**config.mk**
```make
export PLATFORM = sky130hd
export DESIGN_NAME = flash_host_ctrl
export DESIGN_NICKNAME = d
export VERILOG_FILES = /design/src/hw/flash_host_pkg.sv /design/src/hw/flash_bus_cycle.sv /design/src/hw/flash_host_ctrl.sv
export VERILOG_INCLUDE_DIRS = /design/src /design/src/hw
export SDC_FILE = /design/constraint.sdc
export NUM_CORES = 1
export LEC_CHECK = 0
export BUFFER_PORTS_ARGS = -buffer_cell sky130_fd_sc_hd__buf_2
export CORE_UTILIZATION = 50
export DETAILED_ROUTE_END_ITERATION = 10
export GPL_ROUTABILITY_DRIVEN = 0
export PLACE_DENSITY = 0.84
export SYNTH_ARGS = -nofsm -noshare
export SYNTH_HDL_FRONTEND = slang
export SYNTH_SLANG_ARGS = --single-unit
```
**constraint.sdc**
```tcl
create_clock -name i_ref_clk -period 1.8 [get_ports i_ref_clk]
set_input_delay 0.36 -clock i_ref_clk [delete_from_list [all_inputs] [get_ports i_ref_clk]]
set_output_delay 0.36 -clock i_ref_clk [all_outputs]
set_load 0.01 [all_outputs]
```
**src/hw/flash_host_consts.svh**
```systemverilog
`ifndef FLASH_HOST_CONSTS_SVH
`define FLASH_HOST_CONSTS_SVH

// Array geometry
`define FH_ADDR_W        19
`define FH_DATA_W        8
`define FH_SECT_CNT      8
`define FH_SECT_MSB      18
`define FH_SECT_LSB      16

// Unlock sequence addresses and data
`define FH_UNLOCK_A1     19'h00555
`define FH_UNLOCK_A2     19'h002aa
`define FH_UNLOCK_D1     8'haa
`define FH_UNLOCK_D2     8'h55

// Command codes
`define FH_CMD_PROG      8'ha0
`define FH_CMD_ERASE     8'h80
`define FH_CMD_CHIP      8'h10
`define FH_CMD_SECT      8'h30
`define FH_CMD_SUSP      8'hb0
`define FH_CMD_RESUME    8'h30
`define FH_CMD_BYP       8'h20
`define FH_CMD_BYP_X1    8'h90
`define FH_CMD_BYP_X2    8'h00
`define FH_CMD_RESET     8'hf0

// Status bit positions
`define FH_POLL_BIT      7
`define FH_TOGGLE_BIT    6

// Bus timing: strobe phase length in ns, cycles derived at 20 MHz
`define FH_CLK_NS        50
`define FH_PHASE_NS      100
`define FH_PHASE_CYC     ((`FH_PHASE_NS + `FH_CLK_NS - 1) / `FH_CLK_NS)

`endif

```
**src/hw/flash_host_pkg.sv**
```systemverilog
package flash_host_pkg;

	// Operation requested by the user side
	typedef enum logic [3:0]
	{
		OP_READ   = 4'h0,
		OP_PROG   = 4'h1,
		OP_SECT   = 4'h2,
		OP_CHIP   = 4'h3,
		OP_SUSP   = 4'h4,
		OP_RESUME = 4'h5,
		OP_BYP_ON = 4'h6,
		OP_BYP_OFF= 4'h7,
		OP_RESET  = 4'h8
	} flash_op_e;

	// One bus cycle on the device pins
	typedef struct packed
	{
		logic        wr;
		logic [18:0] addr;
		logic [7:0]  data;
	} bus_cyc_s;

	// Device pin bundle driven by the host
	typedef struct packed
	{
		logic        ce_b;
		logic        we_b;
		logic        oe_b;
		logic [18:0] addr;
		logic [7:0]  data_out;
		logic        data_oe;
	} flash_pins_s;

endpackage : flash_host_pkg

```
**src/hw/flash_bus_cycle.sv**
```systemverilog
`timescale 1ns/1ns
`include "flash_host_consts.svh"

// Runs one asynchronous read or write cycle on the device pins
module flash_bus_cycle
	import flash_host_pkg::*;
#(
	parameter int PHASE_CYC = `FH_PHASE_CYC
)
(
	// Clock and reset
	input  wire logic        i_ref_clk,
	input  wire logic        i_rst_b,
	// Cycle request
	input  wire logic        i_start,
	input  wire bus_cyc_s    i_cyc,
	output logic             o_done,
	output logic [7:0]       o_rdata,
	// Device pins
	output flash_pins_s      o_pins,
	input  wire logic [7:0]  i_data_in
);

	typedef enum logic [3:0]
	{
		C_IDLE  = 4'h1,
		C_SETUP = 4'h2,
		C_STRB  = 4'h4,
		C_HOLD  = 4'h8
	} cyc_st_e;

	typedef struct packed
	{
		cyc_st_e     st;
		logic [7:0]  cnt;
		logic        done;
		logic [7:0]  rdata;
		flash_pins_s pins;
	} cyc_state_s;

	cyc_state_s cur_ff;
	cyc_state_s nxt_cur;

	// ****************************************
	// Strobe sequencer
	// ****************************************

	// Chip select opens, strobe pulses, then everything releases, so no contention
	always_comb
	begin
		nxt_cur = cur_ff;
		nxt_cur.done = 1'b0;
		unique case (cur_ff.st)
			C_IDLE:
			begin
				if (i_start)
				begin
					nxt_cur.st = C_SETUP;
					nxt_cur.cnt = 8'(PHASE_CYC);
					nxt_cur.pins.ce_b = 1'b0;
					nxt_cur.pins.addr = i_cyc.addr;
					nxt_cur.pins.data_out = i_cyc.data;
					nxt_cur.pins.data_oe = i_cyc.wr; // Drive only on writes
				end
			end
			C_SETUP:
			begin
				nxt_cur.st = C_STRB;
				nxt_cur.cnt = 8'(PHASE_CYC);
				if (nxt_cur.pins.data_oe)
					nxt_cur.pins.we_b = 1'b0;
				else
					nxt_cur.pins.oe_b = 1'b0;
			end
			C_STRB:
			begin
				if (cur_ff.cnt > 8'h01)
					nxt_cur.cnt = cur_ff.cnt - 8'h01;
				else
				begin
					nxt_cur.st = C_HOLD;
					nxt_cur.rdata = i_data_in; // Sample before output enable drops
					nxt_cur.pins.we_b = 1'b1;
					nxt_cur.pins.oe_b = 1'b1;
				end
			end
			C_HOLD:
			begin
				nxt_cur.st = C_IDLE;
				nxt_cur.done = 1'b1;
				nxt_cur.pins.ce_b = 1'b1;
				nxt_cur.pins.data_oe = 1'b0;
			end
		endcase
	end

	// State register
	always_ff @(posedge i_ref_clk)
	begin
		if (!i_rst_b)
		begin
			cur_ff <= '{st: C_IDLE, cnt: 8'h00, done: 1'b0, rdata: 8'h00,
				pins: '{ce_b: 1'b1, we_b: 1'b1, oe_b: 1'b1, addr: 19'h00000,
				data_out: 8'h00, data_oe: 1'b0}};
		end
		else
		begin
			cur_ff <= nxt_cur;
		end
	end

	assign o_done  = cur_ff.done;
	assign o_rdata = cur_ff.rdata;
	assign o_pins  = cur_ff.pins;

endmodule : flash_bus_cycle

```
**src/hw/flash_host_ctrl.sv**
```systemverilog
`timescale 1ns/1ns
`include "flash_host_consts.svh"

// Function
// - Separate chip select, write, output enable
// - Commands are plain write cycles
// - Bypass program takes two writes
// - Poll toggle bit 6; bit 7 is not polled
// - Deselect gives standby
module flash_host_ctrl
	import flash_host_pkg::*;
#(
	parameter int ADDR_W    = `FH_ADDR_W,
	parameter int PHASE_CYC = `FH_PHASE_CYC
)
(
	// Clock and reset
	input  wire logic              i_ref_clk,
	input  wire logic              i_rst_b,
	// User request
	input  wire logic              i_req,
	input  wire flash_op_e         i_op,
	input  wire logic [ADDR_W-1:0] i_addr,
	input  wire logic [7:0]        i_wdata,
	output logic                   o_busy,
	output logic                   o_done,
	output logic                   o_err,
	output logic [7:0]             o_rdata,
	// Device pins
	output logic                   o_ce_b,
	output logic                   o_we_b,
	output logic                   o_oe_b,
	output logic [ADDR_W-1:0]      o_addr,
	output logic [7:0]             o_data_lines_out,
	output logic                   o_data_lines_oe,
	input  wire logic [7:0]        i_data_lines_in
);

	typedef enum logic [4:0]
	{
		S_IDLE = 5'h01,
		S_SEQ  = 5'h02,
		S_WAIT = 5'h04,
		S_POLL = 5'h08,
		S_FIN  = 5'h10
	} ctrl_st_e;

	typedef struct packed
	{
		ctrl_st_e   st;
		flash_op_e  op;
		logic [2:0] idx;
		logic [2:0] len;
		logic       bypass;
		logic       have_prev;
		logic [7:0] prev;
		logic [18:0] addr;
		logic [7:0] wdata;
		logic       busy;
		logic       done;
		logic       err;
		logic [7:0] rdata;
	} ctrl_state_s;

	ctrl_state_s cur_ff;
	ctrl_state_s nxt_cur;
	logic        cyc_start;
	bus_cyc_s    cyc;
	logic        cyc_done;
	logic [7:0]  cyc_rdata;
	flash_pins_s pins;

	// ****************************************
	// Command sequence tables
	// ****************************************

	// Number of bus writes for each operation; bypass program needs only two
	function automatic logic [2:0] seq_len(input flash_op_e op, input logic byp);
		unique case (op)
			OP_PROG:   seq_len = byp ? 3'd2 : 3'd4;
			OP_SECT:   seq_len = 3'd6;
			OP_CHIP:   seq_len = 3'd6;
			OP_BYP_ON: seq_len = 3'd3;
			OP_BYP_OFF:seq_len = 3'd2;
			OP_READ:   seq_len = 3'd0;
			default:   seq_len = 3'd1;
		endcase
	endfunction : seq_len

	// Write cycle number n of the sequence for op
	function automatic bus_cyc_s seq_cyc(input flash_op_e op, input logic byp,
		input logic [2:0] n, input logic [18:0] a, input logic [7:0] d);
		bus_cyc_s c;
		c = '{wr: 1'b1, addr: `FH_UNLOCK_A1, data: `FH_UNLOCK_D1};
		if (op == OP_PROG && byp)
			c = (n == 3'd0) ? bus_cyc_s'{1'b1, a, `FH_CMD_PROG} :
				bus_cyc_s'{1'b1, a, d};
		else if (op == OP_BYP_OFF)
			c = (n == 3'd0) ? bus_cyc_s'{1'b1, a, `FH_CMD_BYP_X1} :
				bus_cyc_s'{1'b1, a, `FH_CMD_BYP_X2};
		else if (op == OP_SUSP)
			c = '{1'b1, a, `FH_CMD_SUSP};
		else if (op == OP_RESUME)
			c = '{1'b1, a, `FH_CMD_RESUME};
		else if (op == OP_RESET)
			c = '{1'b1, a, `FH_CMD_RESET};
		else
		begin
			unique case (n)
				3'd0: c = '{1'b1, `FH_UNLOCK_A1, `FH_UNLOCK_D1};
				3'd1: c = '{1'b1, `FH_UNLOCK_A2, `FH_UNLOCK_D2};
				3'd2:
				begin
					c.addr = `FH_UNLOCK_A1;
					c.data = (op == OP_PROG) ? `FH_CMD_PROG :
						(op == OP_BYP_ON) ? `FH_CMD_BYP : `FH_CMD_ERASE;
				end
				3'd3: c = (op == OP_PROG) ? bus_cyc_s'{1'b1, a, d} :
					bus_cyc_s'{1'b1, `FH_UNLOCK_A1, `FH_UNLOCK_D1};
				3'd4: c = '{1'b1, `FH_UNLOCK_A2, `FH_UNLOCK_D2};
				default: c = (op == OP_CHIP) ?
					bus_cyc_s'{1'b1, `FH_UNLOCK_A1, `FH_CMD_CHIP} :
					bus_cyc_s'{1'b1, a, `FH_CMD_SECT};
			endcase
		end
		return c;
	endfunction : seq_cyc

	// ****************************************
	// Controller state machine
	// ****************************************

	// Sequences writes, then reads once, or for program, erase and resume polls the toggle bit until two reads agree
	always_comb
	begin
		nxt_cur = cur_ff;
		nxt_cur.done = 1'b0;
		cyc_start = 1'b0;
		cyc = seq_cyc(cur_ff.op, cur_ff.bypass, cur_ff.idx, cur_ff.addr, cur_ff.wdata);
		unique case (cur_ff.st)
			S_IDLE:
			begin
				if (i_req)
				begin
					nxt_cur.op = i_op;
					nxt_cur.addr = 19'(i_addr);
					nxt_cur.wdata = i_wdata;
					nxt_cur.idx = 3'd0;
					nxt_cur.len = seq_len(i_op, cur_ff.bypass);
					nxt_cur.busy = 1'b1;
					nxt_cur.err = 1'b0;
					nxt_cur.have_prev = 1'b0;
					nxt_cur.st = S_SEQ;
				end
			end
			S_SEQ:
			begin
				cyc_start = 1'b1;
				if (cur_ff.idx == cur_ff.len)
				begin
					// Reads, and polling after writes, use a read cycle
					cyc = '{wr: 1'b0, addr: cur_ff.addr, data: 8'h00};
					nxt_cur.st = S_POLL;
				end
				else
					nxt_cur.st = S_WAIT;
			end
			S_WAIT:
			begin
				if (cyc_done)
				begin
					nxt_cur.idx = cur_ff.idx + 3'd1;
					nxt_cur.st = S_SEQ;
				end
			end
			S_POLL:
			begin
				if (cyc_done)
				begin
					nxt_cur.rdata = cyc_rdata;
					nxt_cur.have_prev = 1'b1;
					nxt_cur.prev = cyc_rdata;
					if (cur_ff.op == OP_READ || cur_ff.op == OP_BYP_ON ||
						cur_ff.op == OP_BYP_OFF || cur_ff.op == OP_RESET ||
						cur_ff.op == OP_SUSP)
						nxt_cur.st = S_FIN;
					// Toggle stopped: algorithm finished, array data is back
					else if (cur_ff.have_prev &&
						cyc_rdata[`FH_TOGGLE_BIT] == cur_ff.prev[`FH_TOGGLE_BIT])
					begin
						nxt_cur.st = S_FIN;
						// Program read differs from the written data, or erase read is not 8'hff: refused
						if (cur_ff.op == OP_PROG)
							nxt_cur.err = (cyc_rdata != cur_ff.wdata);
						else if (cur_ff.op != OP_RESUME)
							nxt_cur.err = (cyc_rdata != 8'hff);
					end
					else
						nxt_cur.st = S_SEQ;
				end
			end
			S_FIN:
			begin
				if (cur_ff.op == OP_BYP_ON)
					nxt_cur.bypass = 1'b1;
				else if (cur_ff.op == OP_BYP_OFF || cur_ff.op == OP_RESET)
					nxt_cur.bypass = 1'b0;
				nxt_cur.busy = 1'b0;
				nxt_cur.done = 1'b1;
				nxt_cur.st = S_IDLE;
			end
		endcase
	end

	// State register
	always_ff @(posedge i_ref_clk)
	begin
		if (!i_rst_b)
		begin
			cur_ff <= '{st: S_IDLE, op: OP_READ, idx: 3'd0, len: 3'd0, bypass: 1'b0,
				have_prev: 1'b0, prev: 8'h00, addr: 19'h00000, wdata: 8'h00,
				busy: 1'b0, done: 1'b0, err: 1'b0, rdata: 8'h00};
		end
		else
		begin
			cur_ff <= nxt_cur;
		end
	end

	// ****************************************
	// Pin sequencer
	// ****************************************

	// One bus cycle engine; its pins come straight from its flops
	flash_bus_cycle #(
		.PHASE_CYC (PHASE_CYC)
	) u_cycle (
		.i_ref_clk (i_ref_clk),
		.i_rst_b   (i_rst_b),
		.i_start   (cyc_start),
		.i_cyc     (cyc),
		.o_done    (cyc_done),
		.o_rdata   (cyc_rdata),
		.o_pins    (pins),
		.i_data_in (i_data_lines_in)
	);

	// Outputs
	assign o_busy           = cur_ff.busy;
	assign o_done           = cur_ff.done;
	assign o_err            = cur_ff.err;
	assign o_rdata          = cur_ff.rdata;
	assign o_ce_b           = pins.ce_b;
	assign o_we_b           = pins.we_b;
	assign o_oe_b           = pins.oe_b;
	assign o_addr           = ADDR_W'(pins.addr);
	assign o_data_lines_out = pins.data_out;
	assign o_data_lines_oe  = pins.data_oe;

endmodule : flash_host_ctrl

```
==> results.tsv, run 1 <==
stage	metric	value	unit
synthesis	sequential share of the synthesized area	40.5	%
sta	final hold violation count	0	
hold_path	Hold Crit Depth	3	
setup_path	R2R Path End	u_cycle.o_pins[19]	
drt	Via density	6.01	
setup_path	WP data arrival	2080	ps
drt	WL/cell	17.6	µm
finish	layout cells sized above 1	33.1	%
die	Die W	105	µm
sta	crit path time final	1810	ps
pwr	power per cell area	874	mW/mm²
finish	diode count	0	
die	IO Pins	84	
synthesis	post-synthesis sequential element count	107	
cts	Root Driver	clkbuf_8	
cts	worst-skew pair later-pin latency	390	ps
drt	via count	5154	
sta	unrepaired setup endpoints after global routing	yes	
sta	slack of the critical path	-7.18	ps
sta	max-slew violation count	0	
synthesis	Mapped Area	0.00529	mm²
synthesis	Gate Count Post-Synth	631	
sta	setup TNS	-10.0	ps
setup_path	Startpoint Class	flop	
global_route	antenna violations before repair	0	
hold_path	Min-Delay Path Class	primary input to flop	
sta	f_max	0.553	GHz
finish	fillers	792	
synthesis	Synth async-reset ratio	0	%
global_route	number of global-route vias before repair	4617	
setup_path	Reg-to-Reg Start	cur_ff[56]	
die	Site Rows	37	
drt	DRC	0	
synthesis	yosys warns	0	
drt	DRT iter0 DRCs	500	
hold_path	hold path endpoint	cur_ff[31]	
setup_path	Worst Path Max Fanout	6	
cts	clock buffer depth	2	
setup_path	R2R depth	6	
setup_path	worst setup path class	flop to flop	
flow_run	maxcap violations	0	
die	core area	0.0103	mm²
drt	Routed WL	15.1	mm
sta	Slew @ Worst Pin	454	ps
cts	clk sinks	107	
global_route	grt total ovfl	0	
synthesis	top_reg_cell synth	dfxtp_1	
pwr	Max rail drop VDD	0.577	mV
cts	H-tree depth	3	
setup_path	reg2reg setup slack	-7	ps
drt	DR pass1 iterations	5	
drt	remaining antenna violation count	0	
finish	Design Area, Final	0.00648	mm²
sta	fin crit share	100	%
setup_path	CP required	2080	ps
global_route	largest net degree at the start of global routing	71	
finish	Area growth syn-to-layout	22.7	%
cts	CTS tree	yes	
synthesis	Net Count, Synth	680	
placement	dpl hpwl	9.81	mm
pwr	P_leak	2.59	nW
cts	clock-pin transition on the worst setup and hold timing paths	100	ps
synthesis	number of flops mapped to enable cells by yosys	0	
sta	setup violators final	2	
die	Die Span Y	105	µm
die	Starting Density	51.4	%
die	die area	0.0110	mm²
sta	max_slew headroom	69.4	%
global_route	GRT Util Overall	25.1	%
cts	Hold Buf Count CTS	0	
placement	# port buffers	83	
setup_path	Crit. End Element	flop	
cts	CTS buffer count	9	
sta	Worst Clk Skew	20.2	ps
hold_path	hold_sp	i_addr[12]	
placement	area post-placement	0.00584	mm²
synthesis	Mean Syn Cell Area	8.38	µm²
global_route	first-pass GRT wire length	21.9	mm
synthesis	post-synth cell types	67	
finish	Nets	766	
run_status	failing checks	negative setup slack	
run_status	status	finished, violations left	
cells in the final DEF, fill, tap and decap left out, types with 4 or more instances in the layout:
master and count:
clkbuf_8 11, nor2b_1 7, a31oi_1 4, dfxtp_1 92, a211oi_1 4, o211ai_1 10
a21oi_1 58, and2_1 6, o22ai_1 7, o21bai_1 4, a32o_1 5, nand3_1 7
buf_4 54, mux2i_1 18, nand2_1 102, nor3_1 9, buf_2 83, dfxtp_2 12
ha_1 5, xnor2_1 13, buf_12 5, nor4b_4 4, nor4_4 6, o21ai_0 20
o21ai_1 4, a21oi_2 5, inv_1 15, nor2_1 49, nand2b_1 5
worst max-delay path, cell delays in order (launching register included):
cell      delay, ps
dfxtp_4         380
or4b_4          570
o21a_4          160
o211ai_4        130
buf_6           180
o21bai_1         70
a32o_1          200
cells in the mapped netlist, types with 4 or more instances:
master | number | area share, %
dfxtp_1 | 107 | 41
nand2_1 | 104 | 7.4
a21oi_1 | 62 | 5.9
nor2_1 | 52 | 3.7
buf_4 | 38 | 5.4
o21ai_0 | 22 | 2.1
clkbuf_1 | 20 | 1.4
mux2i_1 | 18 | 3.4
inv_1 | 16 | 1.1
xnor2_1 | 13 | 2.2
nor3_1 | 11 | 1.0
nor4_1 | 10 | 1.2
o211ai_1 | 10 | 1.4
nor2b_1 | 9 | 1.1
buf_2 | 8 | 0.76
o22ai_1 | 8 | 0.95
ha_1 | 7 | 1.7
nand3_1 | 7 | 0.66
and2_1 | 6 | 0.71
a31oi_1 | 5 | 0.59
a32o_1 | 5 | 0.95
nand2b_1 | 5 | 0.59
o21bai_1 | 5 | 0.71
a211oi_1 | 4 | 0.57
and3_1 | 4 | 0.47
buf_6 | 4 | 0.85
mux2_2 | 4 | 0.85
nor3b_1 | 4 | 0.57
o21ai_1 | 4 | 0.38
kinds of logic after synthesis:
kind of cell	count (synthesis)	synth area share, %
adders and majority gates	7	1.66
buffers and inverters	88	9.70
DFF	107	40.5
muxes	22	4.26
xor gates and xnor gates	14	2.32
AOI/OAI and AO/OA	156	19.1
and+or+nand+nor	237	22.5
report_power, final:
group | switching [mW] | total (mW) | leakage [nW] | internal, mW
clock network | 0.839 | 1.43 | 0.0896 | 0.590
logic | 0.813 | 1.54 | 1.62 | 0.724
registers | 0.179 | 2.70 | 0.875 | 2.52
total | 1.83 | 5.66 | 2.59 | 3.83
layer usage:
| layer | up-vias | track usage [%] | share of wire [%] |
|---|---|---|---|
| met5 | - | 0 | 0 |
| met4 | 0 | 10.1 | 3.5 |
| met3 | 58 | 5.80 | 8.9 |
| met2 | 299 | 42.0 | 48 |
| met1 | 2458 | 31.1 | 39 |
| li1 | 2339 | - | - |
state kept, by name, summed over array words and instances, names as in the netlist, 8 cells and up:
signal	cells
u_cycle.o_rdata	8
cur_ff	44
o_rdata	8
u_cycle.o_pins	31
u_cycle.cur_ff	12
timing repair:
action,4_1_cts,5_1_grt
pin swaps,2,27
resized for setup,18,61
buffers inserted,0,11
endpoints found under the setup margin,27,48
gates cloned,0,2
worst max path at each step:
| stage | from | end | slack [ps] | cells after the start |
|---|---|---|---|---|
| 2_1_floorplan | u_cycle.cur_ff[40] | u_cycle.cur_ff[47] | 2 | 8 |
| 3_3_place_gp | cur_ff[56] | o_err | -30 | 6 |
| 3_5_place_dp | u_cycle.cur_ff[40] | u_cycle.cur_ff[41] | -110 | 7 |
| 4_1_cts | u_cycle.cur_ff[51] | u_cycle.cur_ff[40] | -50 | 6 |
| 5_1_grt | cur_ff[55] | u_cycle.o_pins[6] | -80 | 6 |
| 6_report | cur_ff[56] | u_cycle.o_pins[19] | -7 | 6 |
through the flow:
step / std cells / util [%] / hold WS, ps / setup slack, ps / total power [mW]
6_report: 858 / 63.1 / 204 / -7.18 / 5.66
5_1_grt: 858 / 63.1 / 197 / -80.4 / 5.89
4_1_cts: 845 / 59.3 / 199 / -50.1 / 5.27
3_5_place_dp: 829 / 56.8 / 442 / -115 / 3.83
3_3_place_gp: 829 / 56.8 / 437 / -34.2 / 3.76
2_1_floorplan: 631 / - / 426 / 2.27 / 3.45
area by class of cell:
cell class | count | area, µm² | share of cell area, %
multi-input combinational | 437 | 2940 | 45.3
tap | 136 | 170 | 2.62
clock inverter | 4 | 32.5 | 0.502
inverter | 17 | 63.8 | 0.984
timing repair buffer | 145 | 955 | 14.7
clock buffer | 12 | 155 | 2.39
sequential | 107 | 2170 | 33.4
Note: power is estimated with default switching activity, not from simulation.
==> run 2: changes to the inputs <==
- CTS_BUF_LIST: not set -> sky130_fd_sc_hd__clkbuf_8
- SETUP_SLACK_MARGIN: not set -> 0.5
==> run 2 against run 1 <==
The run still ends with negative setup slack left. Sequential share of layout area fell by 6.5 points. Routed wire length rose by 67%. Critical path depth rose by 2. Combinational power rose by 59%. Highest routed layer unchanged.
==> results.tsv, run 2 (synthesis gave the netlist of run 1 again) <==
stage	metric	value	unit
placement	dpl cells	820	
global_route	antenna violations before repair	0	
die	Site Rows	37	
cts	CTS tree	yes	
sta	Slew @ Worst Pin	787	ps
global_route	number of global-route vias before repair	5627	
drt	via count	6252	
finish	fillers	492	
placement	area post-placement	0.00612	mm²
die	core area	0.0103	mm²
pwr	Max rail drop VDD	0.823	mV
finish	diode count	0	
die	IO Pins	84	
sta	slack of the critical path	-204	ps
drt	remaining antenna violation count	0	
global_route	first-pass GRT wire length	30.2	mm
setup_path	R2R depth	8	
cts	clk sinks	107	
finish	area of the multi-input gates	0.00379	mm²
die	Die Span Y	105	µm
setup_path	CP Launch Point	cur_ff[52]	
sta	fin crit share	111	%
drt	Via density	6.92	
finish	Reg with most FFs	cur_ff	
finish	max reg flops	44	
sta	unrepaired setup endpoints after global routing	yes	
drt	DR pass1 iterations	8	
pwr	P_leak	3.33	nW
global_route	grt total ovfl	0	
cts	Root Driver	clkbuf_8	
placement	worst slack at placement	-48.5	ps
drt	Routed WL	25.1	mm
finish	Post-Route Utilization	79.3	%
cts	clock buffer depth	2	
hold_path	Hold Crit Depth	3	
setup_path	Worst Path Max Fanout	13	
sta	final hold violation count	0	
setup_path	WP data arrival	2310	ps
drt	DRT iter0 DRCs	847	
die	Die W	105	µm
finish	Area growth syn-to-layout	54.2	%
setup_path	Crit. End Element	flop	
finish	most common cell after layout, fill and taps aside	buf_2	
sta	max_slew headroom	46.8	%
placement	# port buffers	83	
finish	FF+latch area	0.00220	mm²
hold_path	Min-Delay Path Class	primary input to flop	
run_status	failing checks	negative setup slack	
drt	WL/cell	27.8	µm
cts	worst-skew pair later-pin latency	400	ps
cts	CTS buffer count	9	
sta	max-slew violation count	0	
sta	Worst Clk Skew	13.0	ps
finish	most frequent cells in the layout	83 x buf_2, 82 x dfxtp_1, 61 x nand2_1	
setup_path	worst setup path class	flop to flop	
setup_path	reg2reg setup slack	-200	ps
setup_path	CP Capture Point	u_cycle.o_pins[27]	
die	Starting Density	51.4	%
global_route	largest net degree at the start of global routing	71	
run_status	status	finished, violations left	
finish	fin cells	904	
setup_path	Startpoint Class	flop	
setup_path	Reg-to-Reg Start	cur_ff[52]	
sta	Hold WS	199	ps
sta	crit path time final	2000	ps
cts	H-tree depth	3	
setup_path	CP required	2110	ps
sta	f_max	0.499	GHz
finish	Nets	812	
global_route	GRT Util Overall	35.7	%
flow_run	maxcap violations	0	
drt	DRC	0	
pwr	power per cell area	832	mW/mm²
finish	layout cells sized above 1	55.3	%
finish	Design Area, Final	0.00815	mm²
die	die area	0.0110	mm²
placement	dpl hpwl	9.98	mm
cts	clock-pin transition on the worst setup and hold timing paths	110	ps
sta	setup violators final	40	
setup_path	R2R Path End	u_cycle.o_pins[27]	
-- run 2: cell types whose count changed in the layout (fill, tap and decap cells not counted), moves of 7 or more --
| cell | change |
|---|---|
| a21oi_1 | -37 |
| a21oi_2 | +33 |
| buf_12 | +7 |
| buf_16 | +7 |
| buf_4 | -11 |
| buf_6 | +41 |
| dfxtp_1 | -10 |
| dfxtp_4 | +8 |
| nand2_1 | -41 |
| nand2_4 | +34 |
| nor2_1 | -8 |
| o21ai_0 | -11 |
-- run 2: critical path, stage by stage (launching register included) --
cell and delay, ps:
dfxtp_2 420, inv_2 100, ha_2 210, nor3b_4 260, o21ai_4 130, o22ai_4 170, buf_12 190, o211ai_1 170
a21oi_1 260
-- run 2: cell type report --
cell class / instances / share of cell area, %
clock buffer: 10 / 1.69
clock inverter: 6 / 0.798
inverter: 17 / 0.875
multi-input combinational: 436 / 46.4
sequential: 107 / 27.0
tap: 136 / 2.09
timing repair buffer: 192 / 21.1
-- run 2: per-stage QoR --
| stage | power (mW) | TNS (ps) |
|---|---|---|
| final | 6.78 | -1760 |
| after global routing | 6.93 | -4380 |
| after CTS | 6.09 | 0 |
| after detailed placement | 4.10 | -350 |
| after global placement | 4.04 | 0 |
| after floorplan | 3.74 | 0 |
-- run 2: worst min path at each step --
stage | slack, ps | to | from
floorplan | 430 | u_cycle.o_pins[2] | u_cycle.o_pins[2]
global placement | 440 | u_cycle.o_pins[4] | u_cycle.o_pins[4]
detailed placement | 440 | u_cycle.o_pins[1] | u_cycle.o_pins[1]
CTS | 200 | cur_ff[31] | i_addr[12]
global route | 200 | cur_ff[30] | i_addr[11]
finish | 200 | u_cycle.o_rdata[7] | i_data_lines_in[7]
-- run 2: timing repair --
| item | CTS | global route |
|---|---|---|
| buffers inserted | 35 | 24 |
| endpoints found under the setup margin | 106 | 110 |
| pin swaps | 24 | 85 |
| hold buffers | 0 | 0 |
| gates cloned | 9 | 0 |
| gates resized for setup | 95 | 208 |
-- run 2: metal layers --
layer	share of wire, %	GRT usage [%]
met1	34	41.3
met2	45	57.0
met3	11	8.05
met4	10	28.0
met5	0	0
-- run 2: power breakdown --
group	internal [mW]	switching, mW	total [mW]
registers	2.52	0.210	2.73
clock network	0.684	0.914	1.60
logic	1.16	1.29	2.45
total	4.36	2.42	6.78
